## src/core/rrsm_consts.svh

```systemverilog
// Timing counts and error thresholds for the redundancy role state machine.
// Assumes a 40 MHz core clock.
`ifndef RRSM_CONSTS_SVH
`define RRSM_CONSTS_SVH
`define RRSM_CLK_HZ 40000000
`define RRSM_WINDOW_S 1
`define RRSM_WINDOW_CYC (`RRSM_CLK_HZ * `RRSM_WINDOW_S)
`define RRSM_ERR_LIMIT 10
`define RRSM_CYCLE_CYC 400000
`endif

```

## src/core/rrsm_pkg.sv

```systemverilog
// Types shared by the redundancy role state machine files.
// Assumes nothing beyond a SystemVerilog compiler.
package rrsm_pkg;
  typedef enum logic [2:0] {
    ST_INIT,
    ST_DISCOVERY,
    ST_AUTH,
    ST_STANDALONE,
    ST_ACTIVE,
    ST_PASSIVE,
    ST_FAULTED
  } rrsm_state_t;
endpackage

```

## src/core/rrsm_err_if.sv

```systemverilog
// Bundle of error event strobes and window flags between the top and the rate checker.
// Assumes a single clock domain.
`timescale 1ns/10ps
interface rrsm_err_if;
  logic [4:0] evt;
  logic [4:0] over;
  logic windowStart;
  modport mon
  (
    input evt,
    input windowStart,
    output over
  );
  modport top
  (
    output evt,
    output windowStart,
    input over
  );
endinterface // rrsm_err_if

```

## src/core/rrsm_rate_chk.sv

```systemverilog
// Per-source error counters cleared each one-second window.
// Assumes windowStart pulses for one cycle at the start of each window.
`timescale 1ns/10ps
`include "rrsm_consts.svh"
module rrsm_rate_chk #(
  parameter int NUM = 5,
  parameter int CW = 5
)
(
  // Clock and reset
  input wire logic core_clk,
  input wire logic rst,
  // Event bundle
  rrsm_err_if.mon err
);
  localparam logic [CW-1:0] LIMIT = CW'(`RRSM_ERR_LIMIT);
  genvar g;
  generate
    for (g = 0; g < NUM; g++)
    begin : gen_cnt
      logic [CW-1:0] cnt_ff;
      logic over_ff;
      logic hit;
      always_ff @(posedge core_clk or posedge rst)
      begin
        if (rst)
          cnt_ff <= '0;
        else if (err.windowStart)
          cnt_ff <= '0;
        else if (err.evt[g] && cnt_ff != '1)
          cnt_ff <= cnt_ff + CW'(1);
      end
      always_ff @(posedge core_clk or posedge rst)
      begin
        if (rst)
          over_ff <= 1'b0;
        else if (hit)
          over_ff <= 1'b1;
        else if (err.windowStart)
          over_ff <= 1'b0;
      end
      // An excess in the closing cycle of a window is still flagged for that window.
      assign hit = err.evt[g] && cnt_ff >= LIMIT;
      assign err.over[g] = over_ff;

    end
  endgenerate
endmodule // rrsm_rate_chk

```

## src/core/rrsm_period.sv

```systemverilog
// Control-cycle tick and one-second window tick generator.
// Assumes a free-running core clock.
`timescale 1ns/10ps
`include "rrsm_consts.svh"
module rrsm_period #(
  parameter int CYCLE_CYC = `RRSM_CYCLE_CYC,
  parameter int WINDOW_CYC = `RRSM_WINDOW_CYC
)
(
  // Clock and reset
  input wire logic core_clk,
  input wire logic rst,
  // Ticks
  output logic cycleTick,
  output logic windowTick
);
  logic [31:0] cyc_ff;
  logic [31:0] win_ff;
  always_ff @(posedge core_clk or posedge rst)
  begin
    if (rst)
      cyc_ff <= '0;
    else if (cyc_ff == 32'(CYCLE_CYC - 1))
      cyc_ff <= '0;
    else
      cyc_ff <= cyc_ff + 32'h1;
  end
  always_ff @(posedge core_clk or posedge rst)
  begin
    if (rst)
      win_ff <= '0;
    else if (win_ff == 32'(WINDOW_CYC - 1))
      win_ff <= '0;
    else
      win_ff <= win_ff + 32'h1;
  end
  assign cycleTick = (cyc_ff == 32'(CYCLE_CYC - 1));
  assign windowTick = (win_ff == 32'(WINDOW_CYC - 1));
endmodule // rrsm_period

```

## src/core/rrsm_top.sv

```systemverilog
// Redundancy role state machine for one controller of a redundant pair.
// Assumes partner status, link and fault inputs synchronous to core_clk.
// Operation
// - Reset enters init; init failure faults, else discovery.
// - Discovery: ack authenticates, no link standalone, else fault.
// - Equal qualification: second slot becomes active.
// - Standalone polls interlink, partner seen goes discovery.
// - Running states update diagnostics without changing state.
// - Active losing link goes standalone.
// - Passive losing link goes faulted.
// - Faulty active with healthy passive swaps roles.
// - Passive also initiates that swap.
// - Pending external switch request exchanges roles.
// - Running fault faults self; partner runs standalone.
// - Over ten ECC events per second faults.
// - Ethernet link loss or CRC excess faults.
// - Fabric frame or CRC excess faults.
// - Fabric drop excess swaps only if partner clean.
// - Power loss swaps only if partner redundant.
// - Interlink error excess faults, interlink off.
// - Watchdog expiry faults this controller.
// - Init failure disables interlink, no app; blink only with hwFault.
// - Boot auth failure: slot two active, slot one off.
`timescale 1ns/10ps
`include "rrsm_consts.svh"
module rrsm_top #(
  parameter int CYCLE_CYC = `RRSM_CYCLE_CYC,
  parameter int WINDOW_CYC = `RRSM_WINDOW_CYC
)
(
  // Clock and reset
  input wire logic core_clk,
  input wire logic rst,
  // Initialization results
  input wire logic initDone,
  input wire logic initFail,
  input wire logic hwFault,
  input wire logic slotTwo,
  // Interlink status
  input wire logic linkUp,
  input wire logic partnerAck,
  input wire logic discTimeout,
  input wire logic authDone,
  input wire logic authFail,
  input wire logic partnerRunning,
  input wire logic partnerWantsActive,
  // Partner diagnostics exchange
  input wire logic partnerFaulty,
  input wire logic partnerDropping,
  input wire logic partnerRedPower,
  input wire logic partnerSwapReq,
  // Local fault sources
  input wire logic eccEvt,
  input wire logic ethCrcEvt,
  input wire logic fabErrEvt,
  input wire logic fabDropEvt,
  input wire logic ilinkErrEvt,
  input wire logic ethLinkUp,
  input wire logic powerRedundant,
  input wire logic watchdogExpired,
  // Host role switch request
  input wire logic hostSwapReq,
  // Outputs
  output rrsm_pkg::rrsm_state_t state,
  output logic roleActive,
  output logic interlinkEnable,
  output logic appLoad,
  output logic blinkCode,
  output logic selfFaulty,
  output logic swapReq,
  output logic diagUpdate,
  output logic [15:0] diagCount
);
  rrsm_err_if err();
  rrsm_pkg::rrsm_state_t state_ff;
  rrsm_pkg::rrsm_state_t nxt_state;
  logic cycleTick;
  logic windowTick;
  logic ilinkOff_ff;
  logic appLoad_ff;
  logic blink_ff;
  logic swapPend_ff;
  logic [15:0] diag_ff;
  logic terminal;
  logic softFault;
  logic swapOk;
  logic running;

  rrsm_period #(
    .CYCLE_CYC(CYCLE_CYC),
    .WINDOW_CYC(WINDOW_CYC)
  ) u_period (
    .core_clk(core_clk),
    .rst(rst),
    .cycleTick(cycleTick),
    .windowTick(windowTick)
  );

  assign err.evt = {ilinkErrEvt, fabDropEvt, fabErrEvt, ethCrcEvt, eccEvt};
  assign err.windowStart = windowTick;

  rrsm_rate_chk #(
    .NUM(5),
    .CW(5)
  ) u_rate (
    .core_clk(core_clk),
    .rst(rst),
    .err(err.mon)
  );

  // Terminal faults send this controller to Faulted.
  assign terminal = err.over[0]
    | err.over[1] | !ethLinkUp
    | err.over[2]
    | err.over[4]
    | watchdogExpired;
  // Degrading faults only justify a swap when the partner is healthier.
  assign softFault = (err.over[3] && !partnerDropping)
    | (!powerRedundant && partnerRedPower);
  assign selfFaulty = terminal | softFault;
  assign running = (state_ff == rrsm_pkg::ST_STANDALONE) | (state_ff == rrsm_pkg::ST_ACTIVE)
    | (state_ff == rrsm_pkg::ST_PASSIVE);
  // Swap when healthy passive faces faulty active, or an external request pends.
  assign swapOk = (state_ff == rrsm_pkg::ST_ACTIVE && softFault && !partnerFaulty)
    | (state_ff == rrsm_pkg::ST_PASSIVE && partnerFaulty && !selfFaulty)
    | swapPend_ff | partnerSwapReq;

  always_comb
  begin
    nxt_state = state_ff;
    case (state_ff)
      rrsm_pkg::ST_INIT:
      begin
        if (initFail)
          nxt_state = rrsm_pkg::ST_FAULTED;
        else if (initDone)
          nxt_state = rrsm_pkg::ST_DISCOVERY;
      end
      rrsm_pkg::ST_DISCOVERY:
      begin
        if (!linkUp)
          nxt_state = rrsm_pkg::ST_STANDALONE;
        else if (partnerAck)
          nxt_state = rrsm_pkg::ST_AUTH;
        else if (discTimeout)
          nxt_state = rrsm_pkg::ST_FAULTED;
      end
      rrsm_pkg::ST_AUTH:
      begin
        if (authFail)
        begin
          // A running partner keeps control; at boot slot two wins.
          if (partnerRunning || !slotTwo)
            nxt_state = rrsm_pkg::ST_FAULTED;
          else
            nxt_state = rrsm_pkg::ST_STANDALONE;
        end
        else if (authDone)
        begin
          if (partnerWantsActive && !slotTwo)
            nxt_state = rrsm_pkg::ST_PASSIVE;
          else if (!partnerWantsActive || slotTwo)
            nxt_state = rrsm_pkg::ST_ACTIVE;
        end
      end
      rrsm_pkg::ST_STANDALONE:
      begin
        if (terminal)
          nxt_state = rrsm_pkg::ST_FAULTED;
        else if (cycleTick && linkUp && partnerAck)
          nxt_state = rrsm_pkg::ST_DISCOVERY;
      end
      rrsm_pkg::ST_ACTIVE:
      begin
        if (terminal)
          nxt_state = rrsm_pkg::ST_FAULTED;
        else if (cycleTick && !linkUp)
          nxt_state = rrsm_pkg::ST_STANDALONE;
        else if (cycleTick && swapOk)
          nxt_state = rrsm_pkg::ST_PASSIVE;
      end
      rrsm_pkg::ST_PASSIVE:
      begin
        if (terminal)
          nxt_state = rrsm_pkg::ST_FAULTED;
        else if (cycleTick && !linkUp)
          nxt_state = rrsm_pkg::ST_FAULTED;
        else if (cycleTick && swapOk)
          nxt_state = rrsm_pkg::ST_ACTIVE;
      end
      default:
      begin
        nxt_state = rrsm_pkg::ST_FAULTED;
      end
    endcase
  end

  always_ff @(posedge core_clk or posedge rst)
  begin
    if (rst)
      state_ff <= rrsm_pkg::ST_INIT;
    else
      state_ff <= nxt_state;
  end

  // In Active or Passive a host request is held until the next control cycle consumes it.
  always_ff @(posedge core_clk or posedge rst)
  begin
    if (rst)
      swapPend_ff <= 1'b0;
    else if (hostSwapReq)
      swapPend_ff <= 1'b1;
    else if (cycleTick || !(state_ff == rrsm_pkg::ST_ACTIVE || state_ff == rrsm_pkg::ST_PASSIVE))
      swapPend_ff <= 1'b0;
  end

  // Diagnostic counter advances once per control cycle while running.
  always_ff @(posedge core_clk or posedge rst)
  begin
    if (rst)
      diag_ff <= '0;
    else if (cycleTick && running)
      diag_ff <= diag_ff + 16'h1;
  end

  // Interlink is shut off on init failure, interlink errors or boot auth loss.
  always_ff @(posedge core_clk or posedge rst)
  begin
    if (rst)
      ilinkOff_ff <= 1'b0;
    else if (state_ff == rrsm_pkg::ST_INIT && initFail)
      ilinkOff_ff <= 1'b1;
    else if (running && err.over[4])
      ilinkOff_ff <= 1'b1;
    else if (state_ff == rrsm_pkg::ST_AUTH && authFail && nxt_state == rrsm_pkg::ST_FAULTED)
      ilinkOff_ff <= 1'b1;
  end

  always_ff @(posedge core_clk or posedge rst)
  begin
    if (rst)
      appLoad_ff <= 1'b0;
    else if (nxt_state == rrsm_pkg::ST_FAULTED && state_ff == rrsm_pkg::ST_INIT)
      appLoad_ff <= 1'b0;
    else if (nxt_state == rrsm_pkg::ST_STANDALONE || nxt_state == rrsm_pkg::ST_ACTIVE
      || nxt_state == rrsm_pkg::ST_PASSIVE)
      appLoad_ff <= 1'b1;
    else if (nxt_state == rrsm_pkg::ST_FAULTED)
      appLoad_ff <= 1'b0;
  end

  always_ff @(posedge core_clk or posedge rst)
  begin
    if (rst)
      blink_ff <= 1'b0;
    else if (state_ff == rrsm_pkg::ST_INIT && initFail && hwFault)
      blink_ff <= 1'b1;
  end

  assign state = state_ff;
  assign roleActive = (state_ff == rrsm_pkg::ST_ACTIVE) | (state_ff == rrsm_pkg::ST_STANDALONE);
  assign interlinkEnable = !ilinkOff_ff;
  assign appLoad = appLoad_ff;
  assign blinkCode = blink_ff;
  assign swapReq = cycleTick && swapOk && (state_ff == rrsm_pkg::ST_ACTIVE
    || state_ff == rrsm_pkg::ST_PASSIVE) && !terminal && linkUp;
  assign diagUpdate = cycleTick && running;
  assign diagCount = diag_ff;
endmodule // rrsm_top

```

## config.mk

```make
export PLATFORM = sky130hd
export DESIGN_NAME = rrsm_top
export DESIGN_NICKNAME = d
export VERILOG_FILES = /design/src/core/rrsm_pkg.sv /design/src/core/rrsm_err_if.sv /design/src/core/rrsm_rate_chk.sv /design/src/core/rrsm_period.sv /design/src/core/rrsm_top.sv
export VERILOG_INCLUDE_DIRS = /design/src /design/src/core
export SDC_FILE = /design/constraint.sdc
export NUM_CORES = 1
export LEC_CHECK = 0
export ABC_CLOCK_PERIOD_IN_PS = 3380
export BUFFER_PORTS_ARGS = -buffer_cell sky130_fd_sc_hd__buf_4
export CORE_MARGIN = 2
export CORE_UTILIZATION = 60
export DETAILED_ROUTE_END_ITERATION = 12
export PLACE_DENSITY = 0.89
export SYNTH_ARGS = -nofsm -noshare
export SYNTH_HDL_FRONTEND = slang
export SYNTH_HIERARCHICAL = 1
export SYNTH_SLANG_ARGS = --single-unit
export TNS_END_PERCENT = 10
```

## constraint.sdc

```tcl
create_clock -name core_clk -period 3.38 [get_ports core_clk]
set_input_delay 0.676 -clock core_clk [delete_from_list [all_inputs] [get_ports core_clk]]
set_output_delay 0.676 -clock core_clk [all_outputs]
set_load 0.02 [all_outputs]
```

; Yosys cells after proc, flatten, opt, wreduce, memory -nomap -nowiden
; Cells that the tools add are included.
[totals]
register_bits = 117
latch_bits = 0
mem_bits_rw = 0
mem_bits_ro = 0
inputBits = 26
output_inout_bits = 26
word_cells = 166
n_memories = 0
[op_classes]
add_sub_neg = 8
multipliers = 0
div = 0
magnitude_cmp = 5
n_eq_ne = 16
shifts = 0
muxes = 45
bitwise_logic = 12
reduce_logical = 62
[op_table]
columns = op, count
row1 = adder 32 x 1 -> 32 bit (second input constant), 2
row2 = 2-to-1 mux 32 bit, 2
row3 = 2-to-1 mux 3 bit, 18
row4 = 2-to-1 mux 5 bit, 10
row5 = equality test 32 x 19 -> 1 bit (second input constant), 1
row6 = equality test 32 x 26 -> 1 bit (second input constant), 1
row7 = logical AND 1 bit, 31
row8 = adder 5 x 1 -> 5 bit (second input constant), 5
row9 = >= comparator 5 x 4 -> 1 bit (second input constant), 5
row10 = inequality test 5 bit (second input constant), 5
row11 = nonzero test 2 bit, 11
row12 = case mux 3 bit (6 select lines), 1
row13 = adder 16 x 1 -> 16 bit (second input constant), 1
row14 = equality test 3 bit (second input constant), 5
row15 = 2-to-1 mux 1 bit, 14
row16 = OR 1 bit, 12
row17 = logical NOT 1 bit, 11
row18 = equality test 3 x 2 -> 1 bit (second input constant), 3
row19 = logical OR 1 bit, 6
row20 = nonzero test 3 bit, 2
row21 = equality test 3 x 1 -> 1 bit (second input constant), 1
row22 = logical NOT 3 bit, 1

; Longest topological paths before layout
[logic_depth]
word_depth = 21
depth_mapped = 10
depth_no_buf = 9

; Modules after synthesis
; Netlist, hierarchy kept.
[by_module_without_submodules]
columns = mod, instances, cells_each, area_each_um2, seq_area_each_um2
row1 = rrsm_period, 1, 307, 3141.8, 1601.5
row2 = rrsm_rate_chk, 1, 157, 1627.8, 750.7
row3 = rrsm_top, 1, 143, 1355.0, 575.6

; Worst setup path after synthesis
; No wires, ideal clock.
[synth_timing]
kind = flip-flop to output port
from = register u_period.cyc_ff[0]
to = output port swapReq
t_arrival_ns = 2.112
setup_slack_ns = 0.592
path_stages_with_launch = 8
n_path_buf = 1
cell_sequence = dfrtp_1 ha_1 and4_1 clkbuf_1 nand3_1 nor3_1 and3_1 o311a_1
[synth_via]
elab_chain_cells = 5
[synth_lines]
columns = item, line_no
row1 = start: declaration, rrsm_period.sv:17  ; logic [31:0] cyc_ff;
row2 = start signal: assignment, rrsm_period.sv:26  ; cyc_ff <= cyc_ff + 32'h1;
row3 = equality test 32 x 19 -> 1 bit, rrsm_period.sv:37  ; assign cycleTick = (cyc_ff == 32'(CYCLE_CYC - 1));
row4 = via cycleTick, rrsm_top.sv:77  ; logic cycleTick;
row5 = logical AND 1 bit (2 in a row), rrsm_top.sv:265  ; assign swapReq = cycleTick && swapOk && (state_ff == rrsm_pkg::ST_ACTIVE
row6 = logical AND 1 bit (2 in a row), rrsm_top.sv:266  ; || state_ff == rrsm_pkg::ST_PASSIVE) && !terminal && linkUp;
row7 = end: declaration, rrsm_top.sv:70  ; output logic swapReq,
; The timed path passes the listed nets, and every way through them passes these cells.

; Final worst setup path
; Ends and elaborated chain as after synthesis.

==> impl_metrics.tcl <==
set metrics [dict create \
    overflow 0 \
    htree_num_levels 4 \
    ant_nets 0 \
    mappedNetlistArea_um2 6120 \
    setup_ws_ns 0.157 \
    crit_path_end_kind "primary output" \
    hold_viol 0 \
    core_um2 9820 \
    clkTransAtPathRegs_ns 0.06 \
    crit_end "swapReq" \
    synthTopCellsByArea "dfrtp_1 (48%), xnor2_1 (5.7%), xor2_1 (4.9%)" \
    nets 707 \
    power.share.clock_pct 42.3 \
    worstSkewPairLatency_ns 0.51 \
    hold_class "input pin to async pin" \
    yosysTopAreaCell "dfrtp_1" \
    wl_um 14400 \
    ys_seq_area_share_pct 47.8 \
    swShare_pct 26.9 \
    rsz0062_at_grt "false" \
    die_h_um 105 \
    seqPwrFrac_pct 44.0 \
    io_pins 52 \
    finalCritPeriodShare_pct 95.4 \
    fin_crit_ns 3.22 \
    tns_ns 0 \
    total_power_w 0.00398 \
    root_buffer "clkbuf_8" \
    r2r-end "appLoad" \
    powerDensity_nw_per_um2 555 \
    combPwrFrac_pct 13.7 \
    finalSetupViolations 0 \
    slew_headroom_pct 26.3 \
    reg2regPathDepth 9 \
    dpl.hpwl_um 9190 \
    dpl_cell_area_um2 6620 \
    drtIter0Drc 355 \
    timing.max_cap.violations 0 \
    final_max_slew_viol_count 0 \
    synth-seq-cells 117 \
    post_cts_buffers 0 \
    avgSynthCellArea_um2 10.1 \
    initial_utilization_pct 62.4 \
    syn_to_final_growth_pct 17.2 \
    status "completed" \
    clock_skew_ns 0.00626 \
    cts-buffers-inserted 17 \
    synth_cell_types 58 \
    critical_path_class "flip-flop to primary output" \
    r2r-start "u_period/cyc_ff[0]" \
    num_rows 36 \
    stdcell_area_um2 7180 \
    start_kind "flip-flop" \
    synthArstFlopShare_pct 100 \
    worstPathArrival_ns 2.55 \
    synth_edf_count 0 \
    yosysWarnings 6 \
    internal_power_w 0.00291 \
    drc 0 \
    leakagePower_nw 3.31 \
    yosysTopAreaCellShare_pct 47.8 \
    grt_max_degree 37 \
    pre_cts_ws_ns 0.657 \
    ir_drop_mv 0.419 \
    wl_per_cell_um 17.8 \
    synth_nets 651 \
    fp.dieW_um 105 \
    grt_pass1_vias 5061 \
    gp_congestion 0.875 \
    worst_slew_pin_slew_ns 1.10 \
    clock.fmax_mhz 310 \
    synth_common_cells "dfrtp_1 (117), nor2_1 (53), xnor2_1 (40)" \
    required_ns 2.70 \
    p_sw_w 0.00107 \
    grt_pass1_wl_um 24300 \
    drive_gt1_share_pct 16.0 \
    cp_max_fo 8 \
    portBuffers 51 \
    tritoncts "done" \
    cts_buffer_depth 2 \
    postSynthCellCount 607 \
    antennaDiodeCount 0 \
    vias 5001 \
    cts.sinks 117 \
    hold_slack_ns 0.165 \
    dieArea_um2 11000 \
    startpoint "u_period/cyc_ff[0]" \
    viasPerCell 6.18 \
    yosysMostFrequentCell "dfrtp_1" \
    synth-main-ff-cell "dfrtp_1" \
    antenna_found_initial 0 \
    grt_use_total_pct 27.5 \
    regToRegSetupSlack_ns 0.83 \
    dr.pass1.iters 5 \
]
==> what timing repair did <==
action,CTS,global route
hold buffers,0,0
endpoints found under the setup margin,0,2
gates resized for setup,0,3
==> critical path, cell delays in order (launching register included) <==
cell     delay (ns)
dfrtp_1        0.40
ha_1           0.29
and4_4         0.31
nand3_1        0.14
nor3_1         0.21
buf_4          0.19
and3_1         0.16
o311a_1        0.20
buf_4          0.15
==> power by group through the flow <==
stage               Sequential [W]  Clock, W  Combinational (W)
floorplan                  0.00171         0           0.000411
global placement           0.00174         0           0.000483
detailed placement         0.00176         0           0.000532
CTS                        0.00175   0.00171           0.000549
global route               0.00177   0.00177           0.000627
finish                     0.00175   0.00168           0.000546
==> sequential cells by signal, indices dropped and copies added (netlist names) <==
signal and cells:
blinkCode 1, swapPend_ff 1, diagCount 16, u_period/win_ff 32
u_period/cyc_ff 32, u_rate/gen_cnt.cnt_ff 25, ilinkOff_ff 1, u_rate/gen_cnt.over_ff 5
state 3, appLoad 1
==> placed cells by master, fill, tap and decap left out, types with 5 or more instances in the layout <==
cell       instances
a21oi_1           11
a31oi_1            6
and3_1            15
and4_1            11
buf_4             56
clkbuf_16         16
clkinv_2           8
dfrtp_1          117
ha_1              18
inv_1             28
mux2_2             5
mux2i_1            6
nand2_1           36
nand2b_1           5
nand3_1           33
nand3b_1           8
nand4_1           22
nor2_1            53
nor2b_1            9
nor3_1            18
nor4_1            19
o21ai_0           14
o22ai_1            7
o31ai_1            5
or3_1              7
or4_1              9
xnor2_1           40
xor2_1            34
==> layer usage <==
| layer | vias to the layer above | track usage, % | wire [µm] |
|---|---|---|---|
| met5 | - | 0 | 0 |
| met4 | 0 | 10.5 | 332 |
| met3 | 34 | 5.86 | 745 |
| met2 | 210 | 47.9 | 7390 |
| met1 | 2445 | 33.3 | 5890 |
| li1 | 2312 | - | - |
==> metrics by stage <==
stage / std cells / utilization (%)
floorplan: 607 / -
global placement: 777 / 67.4
detailed placement: 777 / 67.4
CTS: 809 / 73.1
global route: 809 / 73.1
finish: 809 / 73.1
==> final cells by class <==
type	count	area (µm²)
multi-input combinational	442	3000
sequential	117	2930
fill	693	2640
clock buffer	21	449
timing repair buffer	56	420
tap	133	166
inverter	29	109
clock inverter	11	108
==> how the worst min path moves through the flow <==
stage	from	endpoint	cells past startpoint
finish	rst	u_period/cyc_ff[9]	2
global route	rst	u_period/cyc_ff[9]	2
CTS	rst	u_period/cyc_ff[9]	2
detailed placement	diagCount[15]	diagCount[15]	1
global placement	blinkCode	blinkCode	1
floorplan	u_period/win_ff[31]	u_period/win_ff[31]	1
==> logic make-up (layout without fill, tap and decap cells) <==
family / after synthesis / in the layout / synth area share, %
flip-flops: 117 / 117 / 47.8
adder cells (fa/ha/maj): 18 / 18 / 3.68
buffers and inverters: 48 / 117 / 3.43
XOR/XNOR: 74 / 74 / 10.6
AND/OR/NAND/NOR: 269 / 269 / 24.8
multiplexers: 11 / 11 / 1.90
AO/OA/AOI/OAI: 70 / 70 / 7.78
No activity file was read; power rests on OpenSTA's default activity.
